<file path="config.mk">
export PLATFORM = sky130hd
export DESIGN_NAME = proximity_readout_i2c
export DESIGN_NICKNAME = d
export VERILOG_FILES = /design/src/rtl/proximity_readout_i2c.v
export VERILOG_INCLUDE_DIRS = /design/src /design/src/inc
export SDC_FILE = /design/constraint.sdc
export NUM_CORES = 1
export LEC_CHECK = 0
export BUFFER_PORTS_ARGS = -buffer_cell sky130_fd_sc_hd__buf_4
export CAP_MARGIN = 20
export CORE_MARGIN = 10
export CORE_UTILIZATION = 50
export CTS_BUF_LIST = sky130_fd_sc_hd__clkbuf_8
export DETAILED_ROUTE_END_ITERATION = 8
export PLACE_DENSITY = 0.64
export SYNTH_ARGS = -nofsm -noshare
export SYNTH_HDL_FRONTEND = slang
export SYNTH_SLANG_ARGS = --single-unit
</file>
<file path="constraint.sdc">
create_clock -name clock -period 6.1 [get_ports clock]
set_input_delay 0.305 -clock clock [delete_from_list [all_inputs] [get_ports clock]]
set_output_delay 0.305 -clock clock [all_outputs]
set_load 0.005 [all_outputs]
</file>
<file path="src/inc/proximity_readout_i2c_defs.vh">
// constants for the proximity readout i2c target
`ifndef PROXIMITY_READOUT_I2C_DEFS_VH
`define PROXIMITY_READOUT_I2C_DEFS_VH
`define ADDR_PRIMARY     7'h60
`define ADDR_ALTERNATE   7'h51
`define CMD_CONTROL      8'h03
`define CMD_PROX_COUNT   8'hf8
`define CMD_EVENT_FLAGS  8'hf9
`define CMD_IDENTITY     8'hfa
`define CTL_FORCE_BIT    0
`define CTL_AUTO_BIT     1
`define FLAG_DONE_BIT    0
`define IT_SETTING_RST   8'h01
`define CLOCK_KHZ        10000
`define AMBIENT_NS       278600
`define AMBIENT_CYCLES   ((`AMBIENT_NS / 100 * `CLOCK_KHZ + 9999) / 10000)
`define IT_STEP_NS       25000
`define IT_STEP_CYCLES   ((`IT_STEP_NS * `CLOCK_KHZ + 999999) / 1000000)
`endif

</file>
<file path="src/rtl/proximity_readout_i2c.v">
// proximity readout: i2c target, measurement sequencer and readout registers
//
// Contract
// - each completed measurement loads a new 16-bit proximity count from 0 to 65535.
// - the proximity count reads over i2c as low byte first, then high byte.
// - command code 0xfa returns a read-only identity word, fixed low byte, variant high byte.
// - the target answers at 0x60 or 0x51 by pin strap and the identity high byte tells which.
// - a read is address+w, command, repeated start, address+r, host acks low and nacks high.
// - the target drives acknowledge after its own address and every command and written data byte.
// - one measurement ends within the ambient phase plus twice the integration time.
// - an ambient phase of 278.6 us precedes the emitter and its level is subtracted.
// - reading the event flag register clears the latched event flags.
`include "proximity_readout_i2c_defs.vh"
module proximity_readout_i2c #(
  parameter [7:0]  ID_LOW       = 8'h5a, // arbitrary part code
  parameter [7:0]  ID_HIGH_PRI  = 8'h01, // arbitrary variant code, primary address
  parameter [7:0]  ID_HIGH_ALT  = 8'h02, // arbitrary variant code, alternate address
  parameter [23:0] AMB_CYCLES   = `AMBIENT_CYCLES,
  parameter [23:0] IT_STEP      = `IT_STEP_CYCLES
) (
  input  wire        clock,
  input  wire        rst,
  input  wire        scl_in,
  input  wire        sda_in,
  output reg         sda_out,
  output reg         sda_oe,
  input  wire        addr_alt_sel,
  input  wire [15:0] ambient_level,
  input  wire [15:0] reflected_level,
  output reg         light_emitter,
  output reg         ambient_offset_phase,
  output reg  [15:0] proximity_count,
  output reg         measuring
);
  localparam [6:0] ST_IDLE = 7'h01;
  localparam [6:0] ST_ADDR = 7'h02;
  localparam [6:0] ST_AACK = 7'h04;
  localparam [6:0] ST_RX   = 7'h08;
  localparam [6:0] ST_RACK = 7'h10;
  localparam [6:0] ST_TX   = 7'h20;
  localparam [6:0] ST_MACK = 7'h40;
  localparam [2:0] M_IDLE  = 3'h1;
  localparam [2:0] M_AMB   = 3'h2;
  localparam [2:0] M_INT   = 3'h4;

  // three-stage pin sync, a change counts once stages two and three agree
  reg  [2:0] scl_s_r, sda_s_r, sel_s_r;
  reg        scl_r, sda_r, sel_r;
  always @(posedge clock) begin
    if (rst) begin
      scl_s_r <= 3'h7;
      sda_s_r <= 3'h7;
      sel_s_r <= 3'h0;
      scl_r   <= 1'b1;
      sda_r   <= 1'b1;
      sel_r   <= 1'b0;
    end else begin
      scl_s_r <= {scl_s_r[1:0], scl_in};
      sda_s_r <= {sda_s_r[1:0], sda_in};
      sel_s_r <= {sel_s_r[1:0], addr_alt_sel};
      if (scl_s_r[2] == scl_s_r[1]) scl_r <= scl_s_r[2];
      if (sda_s_r[2] == sda_s_r[1]) sda_r <= sda_s_r[2];
      if (sel_s_r[2] == sel_s_r[1]) sel_r <= sel_s_r[2];
    end
  end
  wire scl_nxt   = (scl_s_r[2] == scl_s_r[1]) ? scl_s_r[2] : scl_r;
  wire sda_nxt   = (sda_s_r[2] == sda_s_r[1]) ? sda_s_r[2] : sda_r;
  wire scl_rise  = scl_nxt & ~scl_r;
  wire scl_fall  = ~scl_nxt & scl_r;
  // only the host makes these; the target just watches for them
  wire start_det = scl_r & scl_nxt & sda_r & ~sda_nxt;
  wire stop_det  = scl_r & scl_nxt & ~sda_r & sda_nxt;
  wire [6:0] own_addr = sel_r ? `ADDR_ALTERNATE : `ADDR_PRIMARY;

  reg  [6:0]  st_r;
  reg  [3:0]  bit_cnt_r;
  reg  [7:0]  shift_r;
  reg         rw_r;
  reg  [1:0]  rx_idx_r;
  reg         tx_idx_r;
  reg  [7:0]  cmd_r;
  reg  [7:0]  wr_low_r;
  reg  [15:0] snap_r;
  reg  [7:0]  it_setting_r;
  reg         auto_r;
  reg         force_r;
  reg  [7:0]  flags_r;
  reg         done_pulse_r;

  function [15:0] read_word;
    input [7:0] cmd;
    begin
      case (cmd)
        `CMD_PROX_COUNT:  read_word = proximity_count;
        `CMD_EVENT_FLAGS: read_word = {8'h00, flags_r};
        `CMD_IDENTITY:    read_word = {sel_r ? ID_HIGH_ALT : ID_HIGH_PRI, ID_LOW};
        `CMD_CONTROL:     read_word = {6'h00, auto_r, 1'b0, it_setting_r};
        default:          read_word = 16'h0000;
      endcase
    end
  endfunction

  wire addr_hit  = (shift_r[7:1] == own_addr);
  wire flag_read = (st_r == ST_AACK) & scl_fall & rw_r & (cmd_r == `CMD_EVENT_FLAGS);

  always @(posedge clock) begin
    if (rst) begin
      st_r         <= ST_IDLE;
      bit_cnt_r    <= 4'h0;
      shift_r      <= 8'h00;
      rw_r         <= 1'b0;
      rx_idx_r     <= 2'h0;
      tx_idx_r     <= 1'b0;
      cmd_r        <= 8'h00;
      wr_low_r     <= 8'h00;
      snap_r       <= 16'h0000;
      it_setting_r <= `IT_SETTING_RST;
      auto_r       <= 1'b0;
      force_r      <= 1'b0;
      sda_out      <= 1'b0;
      sda_oe       <= 1'b0;
    end else begin
      force_r <= 1'b0;
      if (start_det) begin
        // a repeated start keeps the command code for the read phase
        st_r      <= ST_ADDR;
        bit_cnt_r <= 4'h0;
        sda_oe    <= 1'b0;
      end else if (stop_det) begin
        st_r   <= ST_IDLE;
        sda_oe <= 1'b0;
      end else begin
        case (st_r)
          ST_IDLE: begin
            sda_oe <= 1'b0;
          end
          ST_ADDR, ST_RX: begin
            if (scl_rise) begin
              shift_r   <= {shift_r[6:0], sda_r};
              bit_cnt_r <= bit_cnt_r + 4'h1;
            end else if (scl_fall && bit_cnt_r == 4'h8) begin
              bit_cnt_r <= 4'h0;
              if (st_r == ST_ADDR) begin
                if (addr_hit) begin
                  st_r     <= ST_AACK;
                  sda_oe   <= 1'b1;
                  rw_r     <= shift_r[0];
                  rx_idx_r <= 2'h0;
                  tx_idx_r <= 1'b0;
                  // count captured once per read so both bytes match
                  snap_r   <= read_word(cmd_r);
                end else begin
                  st_r <= ST_IDLE;
                end
              end else begin
                st_r   <= ST_RACK;
                sda_oe <= 1'b1;
                case (rx_idx_r)
                  2'h0: cmd_r <= shift_r;
                  2'h1: wr_low_r <= shift_r;
                  2'h2: begin
                    if (cmd_r == `CMD_CONTROL) begin
                      it_setting_r <= (wr_low_r == 8'h00) ? 8'h01 : wr_low_r;
                      auto_r       <= shift_r[`CTL_AUTO_BIT];
                      force_r      <= shift_r[`CTL_FORCE_BIT];
                    end
                  end
                  // bytes past the high byte are acked and dropped
                  default: ;
                endcase
                if (rx_idx_r != 2'h3) rx_idx_r <= rx_idx_r + 2'h1;
              end
            end
          end
          ST_AACK, ST_RACK: begin
            if (scl_fall) begin
              if (st_r == ST_AACK && rw_r) begin
                st_r    <= ST_TX;
                shift_r <= {snap_r[6:0], 1'b0};
                sda_oe  <= ~snap_r[7];
              end else begin
                st_r   <= ST_RX;
                sda_oe <= 1'b0;
              end
            end
          end
          ST_TX: begin
            if (scl_rise) begin
              bit_cnt_r <= bit_cnt_r + 4'h1;
            end else if (scl_fall) begin
              if (bit_cnt_r == 4'h8) begin
                bit_cnt_r <= 4'h0;
                st_r      <= ST_MACK;
                sda_oe    <= 1'b0;
              end else begin
                sda_oe  <= ~shift_r[7];
                shift_r <= {shift_r[6:0], 1'b0};
              end
            end
          end
          ST_MACK: begin
            if (scl_rise) begin
              // host nack ends the read
              if (sda_r) begin
                st_r <= ST_IDLE;
              end else begin
                tx_idx_r <= ~tx_idx_r;
                shift_r  <= tx_idx_r ? snap_r[7:0] : snap_r[15:8];
              end
            end else if (scl_fall) begin
              st_r    <= ST_TX;
              sda_oe  <= ~shift_r[7];
              shift_r <= {shift_r[6:0], 1'b0};
            end
          end
          default: begin
            st_r   <= ST_IDLE;
            sda_oe <= 1'b0;
          end
        endcase
      end
    end
  end

  // latched events; a new event in the clearing cycle wins over the clear
  always @(posedge clock) begin
    if (rst) begin
      flags_r <= 8'h00;
    end else begin
      if (flag_read) flags_r <= 8'h00;
      if (done_pulse_r) flags_r[`FLAG_DONE_BIT] <= 1'b1;
    end
  end

  // measurement sequencer: ambient phase, then emitter for twice the integration time
  reg [2:0]  m_st_r;
  reg [23:0] m_cnt_r;
  reg [15:0] amb_r;
  wire [23:0] int_cycles = {7'h00, it_setting_r, 1'b0} * IT_STEP;
  wire [16:0] diff = {1'b0, reflected_level} - {1'b0, amb_r};
  always @(posedge clock) begin
    if (rst) begin
      m_st_r               <= M_IDLE;
      m_cnt_r              <= 24'h000000;
      amb_r                <= 16'h0000;
      proximity_count      <= 16'h0000;
      light_emitter        <= 1'b0;
      ambient_offset_phase <= 1'b0;
      measuring            <= 1'b0;
      done_pulse_r         <= 1'b0;
    end else begin
      done_pulse_r <= 1'b0;
      case (m_st_r)
        M_IDLE: begin
          if (force_r || auto_r) begin
            m_st_r               <= M_AMB;
            m_cnt_r              <= AMB_CYCLES - 24'h000001;
            ambient_offset_phase <= 1'b1;
            measuring            <= 1'b1;
          end
        end
        M_AMB: begin
          if (m_cnt_r == 24'h000000) begin
            amb_r                <= ambient_level;
            ambient_offset_phase <= 1'b0;
            light_emitter        <= 1'b1;
            m_st_r               <= M_INT;
            m_cnt_r              <= int_cycles - 24'h000001;
          end else begin
            m_cnt_r <= m_cnt_r - 24'h000001;
          end
        end
        M_INT: begin
          if (m_cnt_r == 24'h000000) begin
            // background subtracted, clamped at zero
            proximity_count <= diff[16] ? 16'h0000 : diff[15:0];
            light_emitter   <= 1'b0;
            measuring       <= 1'b0;
            done_pulse_r    <= 1'b1;
            m_st_r          <= M_IDLE;
          end else begin
            m_cnt_r <= m_cnt_r - 24'h000001;
          end
        end
        default: begin
          m_st_r <= M_IDLE;
        end
      endcase
    end
  end
endmodule

</file>
* Word level (Yosys, flattened, before mapping) *
Index checks and enable logic that the tools add are counted.

storage, ports and cells
  logic and storage cells = 237
  output and inout bits = 21
  register bits after elaboration = 142
  bits of input ports = 37

operators by class
  multiply operators = 1
  add/sub/neg operators = 5
  bitwise logic cells = 27
  equality and inequality tests = 58
  reduce and logical (&&, ||, !) cells = 39
  mux-type cells = 78

operator list
  cell                                                                   number
  8-bit 2-to-1 mux                                                       11
  24-bit 2-to-1 mux                                                      3
  24-bit case mux with 3 select lines                                    1
  7-bit 2-to-1 mux                                                       10
  16-bit case mux with 4 select lines                                    1
  2-bit inequality test (second input constant)                          21
  7-bit case mux with 5 select lines                                     1
  8-bit case mux with 4 select lines                                     1
  7-bit AND reduction                                                    4
  9-bit AND reduction                                                    3
  1-bit 2-to-1 mux                                                       25
  8-bit == test (second input constant)                                  3
  24-bit logical NOT                                                     1
  3-bit inequality test (second input constant)                          8
  4-bit inequality test (second input constant)                          6
  24-bit by 1-bit subtractor with 24-bit output (second input constant)  1
  4-bit 2-to-1 mux                                                       5
  17-bit by 1-bit subtractor with 18-bit output (second input constant)  1
  1-bit inverter                                                         17
  16-bit by 16-bit subtractor with 17-bit output                         1
  16-bit 2-to-1 mux                                                      1
  8-bit AND reduction                                                    2
  8-bit by 7-bit multiplier with 15-bit output (second input constant)   1
  3-bit AND reduction                                                    5
  other kinds (40)                                                       75

* Depth between registers and ports, before layout *
  word-level depth = 10
  gate-level depth with buffers = 16
  depth with buffers taken out = 16

* Worst setup path after synthesis *
OpenSTA, ideal clock, no wires.

  path kind = register -> register
  start = register it_setting_r[1]
  end = register m_cnt_r[14]
  slack = 1.375 ns
  clock period less this slack = 4.725 ns
  path buffers = 0
  arrival = 4.594 ns
  stages on the path, launching flop included = 17
  cell sequence = dfxtp_1 -> fa_1 -> xor2_1 -> ha_1 -> inv_1 -> fa_1 -> fa_1 -> inv_1 -> ha_1 -> a21o_1 -> a221oi_1 -> xnor2_1 -> nor4_1 -> o2111ai_1 -> xnor2_1 -> a211oi_1 -> nor3_1

between the ends
  word-level cells in the longest chain between the ends = 4

ends and longest elaborated chain
  element                                        line                         RTL
  start, declared                                proximity_readout_i2c.v:84   reg [7:0] it_setting_r;
  start signal, assigned                         proximity_readout_i2c.v:117  it_setting_r <= `IT_SETTING_RST;
  start signal, assigned                         proximity_readout_i2c.v:163  it_setting_r <= (wr_low_r == 8'h00) ? 8'h01 : wr_low_r;
  8-bit by 7-bit multiplier with 15-bit output   proximity_readout_i2c.v:239  wire [23:0] int_cycles = {7'h00, it_setting_r, 1'b0} * IT_STEP;
  17-bit by 1-bit subtractor with 18-bit output  proximity_readout_i2c.v:268  m_cnt_r <= int_cycles - 24'h000001;
  24-bit 2-to-1 mux                              proximity_readout_i2c.v:263  if (m_cnt_r == 24'h000000) begin
  24-bit case mux with 3 select lines            proximity_readout_i2c.v:253  case (m_st_r)
  end signal, assigned                           proximity_readout_i2c.v:257  m_cnt_r <= AMB_CYCLES - 24'h000001;
  end signal, assigned                           proximity_readout_i2c.v:268
  end signal, assigned                           proximity_readout_i2c.v:270  m_cnt_r <= m_cnt_r - 24'h000001;
  end, declared                                  proximity_readout_i2c.v:237  reg [23:0] m_cnt_r;

Every way passes these cells.
A chain may end at the register's enable or synchronous reset.

* Worst setup path in the final report *
  start = register it_setting_r[1]
  end = register m_cnt_r[18]

Same word-level chain as after synthesis.

==> impl_metrics.csv <==
group,metric,value,unit
floorplan,core,17420,µm²
route,wire_per_inst,16.18,µm
power,p_int,0.001574,W
sta,maxSlewViolCount,0,
clocking,cts_tree,"yes",
synth,netlist_instances,1116,
sta,fin_hold_ws,0.01970,ns
synth,ys.flop_type,"dfxtp_1",
synth,synth-seq-cells,142,
power,p_leak,3.995,nW
critical_path,crit_slowest_cell,"dfxtp_1",
floorplan,die_area,23690,µm²
sta,fin_setup_tns,0,ns
sta,tightest_slew,0.9517,ns
grt,grt-ovfl-total,0,
cells_and_area,nets,1278,
power,p_sw_frac,0.2175,
clocking,cts_resized,0,
synth,yosysUniqueCellTypes,81,
critical_path,timing.critical_path.mode_cell,"fa_1",
grt,grt_antenna_before_repair,0,
clocking,clk_latency,0.47,ns
power,pwr-share-comb,0.050,
synth,yosysSeqAreaShare,0.3171,
critical_path,start_kind,"register",
clocking,ctsHtreeMaxLevel,4,
critical_path,crit_chain,"fa_1 -> xor2_1 -> ha_1 -> inv_1 -> fa_1 -> fa_1 -> inv_1 -> ha_1 -> or2_2 -> o211ai_1 -> a21oi_1 -> xnor2_1 -> o211ai_1 -> nor4b_1 -> nand3_1 -> a21oi_1",
synth,synthArstFlopShare,0,
sta,hold_viol,0,
grt,first_global_vias,7434,
synth,syn_area,8966,µm²
critical_path,required,6.50,ns
clocking,numCtsBuffers,17,
cells_and_area,antenna_cells,0,
sta,fin_ws,0.8151,ns
run,maxCapViolCount,0,
route,via_count,7946,
sta,clock-skew-final,0.01611,ns
floorplan,io_pins,58,
cells_and_area,multi_input_area,5634,µm²
critical_path,cpPeakStageDelay,0.55,ns
cells_and_area,areaGrowthSynthToFinish,12.06,%
grt,grt.total_usage,0.1882,
clocking,hold_buffers,0,
place,dp_worst_setup_slack,0.8567,ns
hold_path,worstHoldStart,"sda_in",
critical_path,r2r-start,"it_setting_r[1]$_SDFFE_PP0P_",
route,drtIter0Drc,503,
place,hpwl,16.71,mm
floorplan,die_width,153.9,µm
power,irDropWorstVdd,0.1723,mV
floorplan,rows,48,
synth,syn-num-nets,1241,
grt,grt_max_degree,89,
power,total_power,0.002012,W
grt,grt_pass1_wl,37.45,mm
clocking,clk_path_buf_depth,2,
cells_and_area,fill_cells,1658,
route,routed_via_density,5.712,
sta,final.period_utilization,0.8664,
sta,relSlewSlack,0.3649,
power,powerDensity,200.2,nW/µm²
clocking,clk_pin_slew,0.08,ns
synth,ys_warn_count,0,
sta,fmax,189.2,MHz
power,power_frac_seq,0.464,
route,routed_wl,22.51,mm
cells_and_area,register_area,2843,µm²
route,ant_nets,0,
floorplan,start_util,0.5148,
place,port_buffers,56,
clocking,post_cts_buffers,0,
route,remaining_drc_errors,0,
place,gp_congestion,0.8812,
critical_path,critPathKind,"register to register",
cells_and_area,drive_gt1_frac,0.1072,
hold_path,hold_path_class,"input pin to register",
floorplan,die_y,153.9,µm
clocking,clock-sinks,142,
synth,synth-edff-count,0,
clocking,root_buffer,"clkbuf_8",
critical_path,end_kind,"register",
sta,grt_setup_unrepaired,"false",
critical_path,startpoint,"it_setting_r[1]$_SDFFE_PP0P_",
critical_path,path_max_fanout,10,
power,p_sw,0.0004375,W
synth,syn_area_per_cell,8.034,µm²
power,clkPwrFrac,0.486,
sta,min_period,5.285,ns
critical_path,arrival,5.69,ns
route,dr.pass1.iters,5,
status,status,"completed",
sta,finalSetupViolations,0,
## metal layers
metal / up-vias / wire (µm) / part of all wire / GRT usage
met4: 0 / 313 / 0.014 / 0.05353
met3: 22 / 1176 / 0.052 / 0.04742
met5: - / 0 / 0 / 0
li1: 4011 / - / - / -
met1: 3716 / 10820 / 0.48 / 0.2574
met2: 197 / 10190 / 0.45 / 0.2861
## worst max-delay path: cells and delay by family (launching register included)
kind	cells	cell delay, ns
adder cells (fa/ha/maj)	5	2.14
AND/OR/NAND/NOR	3	1.11
AO/OA/AOI/OAI	4	0.69
XOR/XNOR	2	0.64
flip-flops	1	0.55
buffers and inverters	2	0.10
## registers in the layout, indices dropped and copies added (netlist names), 2 cells and up
| register | flops |
|---|---|
| st_r | 7 |
| proximity_count | 16 |
| amb_r | 16 |
| bit_cnt_r | 4 |
| rx_idx_r | 2 |
| snap_r | 16 |
| it_setting_r | 8 |
| sel_s_r | 3 |
| shift_r | 8 |
| scl_s_r | 3 |
| sda_s_r | 3 |
| m_st_r | 3 |
| m_cnt_r | 24 |
| wr_low_r | 8 |
| cmd_r | 8 |
## path summary, 6_finish.rpt
check	end	slack (ns)	depth (start not counted)
worst min-delay path	sda_s_r[0]$_SDFF_PP1_	0.02	2
worst max register to register	m_cnt_r[18]$_SDFFE_PP0P_	0.82	16
worst min register to register	sda_s_r[1]$_SDFF_PP1_	0.43	1
worst max-delay path	m_cnt_r[18]$_SDFFE_PP0P_	0.82	16
## power by group through the flow
stage	Sequential (W)	Combinational (W)	Clock, W
finish	0.000933	0.000101	0.000978
global route	0.000934	0.000112	0.00103
CTS	0.000933	0.000100	0.000993
detailed placement	0.000955	0.0000993	0
global placement	0.000955	0.0000996	0
floorplan	0.000954	0.0000664	0
## layout make-up
type / instances / area share
Clock buffer: 20 / 0.02740
Clock inverter: 12 / 0.02366
Inverter: 76 / 0.02839
Multi-Input combinational cell: 851 / 0.5608
Sequential cell: 142 / 0.2829
Tap cell: 225 / 0.02802
Timing Repair Buffer: 65 / 0.04882
## Yosys cell counts (11+ instances only)
master	instances	area (µm²)
nor2_1	119	446.7
nand2b_1	15	93.84
a211oi_1	21	157.7
a21oi_1	95	475.5
clkbuf_1	38	142.6
nand2_1	118	442.9
nand3_1	45	225.2
xnor2_1	29	254.0
fa_1	22	440.4
a221oi_1	11	96.34
dfxtp_1	142	2843
ha_1	66	825.8
mux2i_1	22	220.2
o21ai_0	51	255.2
nor2b_1	11	68.82
nor3_1	50	250.2
inv_1	75	281.5
## cell usage in the layout, fill, tap and decap left out, types with 11 or more instances in the layout
cell type  count
nand2b_1      15
clkbuf_8      20
nand3_1       45
nor3_1        50
inv_1         76
nor2b_1       11
a21oi_1       95
a211oi_1      21
xnor2_1       29
mux2i_1       22
buf_4         64
o21ai_0       51
a221oi_1      11
fa_1          22
nand2_1      118
nor2_1       119
dfxtp_1      142
ha_1          66
## metrics by stage
step | utilization | instances | instance area [µm²]
final | 0.5769 | 1391 | 10050
after global routing | 0.5769 | 1391 | 10050
after CTS | 0.5763 | 1390 | 10040
after detailed placement | 0.5468 | 1358 | 9524
after global placement | 0.5468 | 1358 | 9524
after floorplan | - | 1116 | 8966
## kinds of logic (layout without fill, tap and decap cells)
| group | count (synthesis) | count (layout) | synth area share |
|---|---|---|---|
| other | 1 | 1 | 0.0004182 |
| buffers and inverters | 123 | 173 | 0.05456 |
| flip-flops | 142 | 142 | 0.3171 |
| XOR/XNOR | 38 | 38 | 0.03712 |
| AND/OR/NAND/NOR | 441 | 441 | 0.2395 |
| AO/OA/AOI/OAI | 258 | 258 | 0.1820 |
| adder cells (fa/ha/maj) | 89 | 89 | 0.1423 |
| multiplexers | 24 | 24 | 0.02707 |
(Power assumes the default switching activity.)
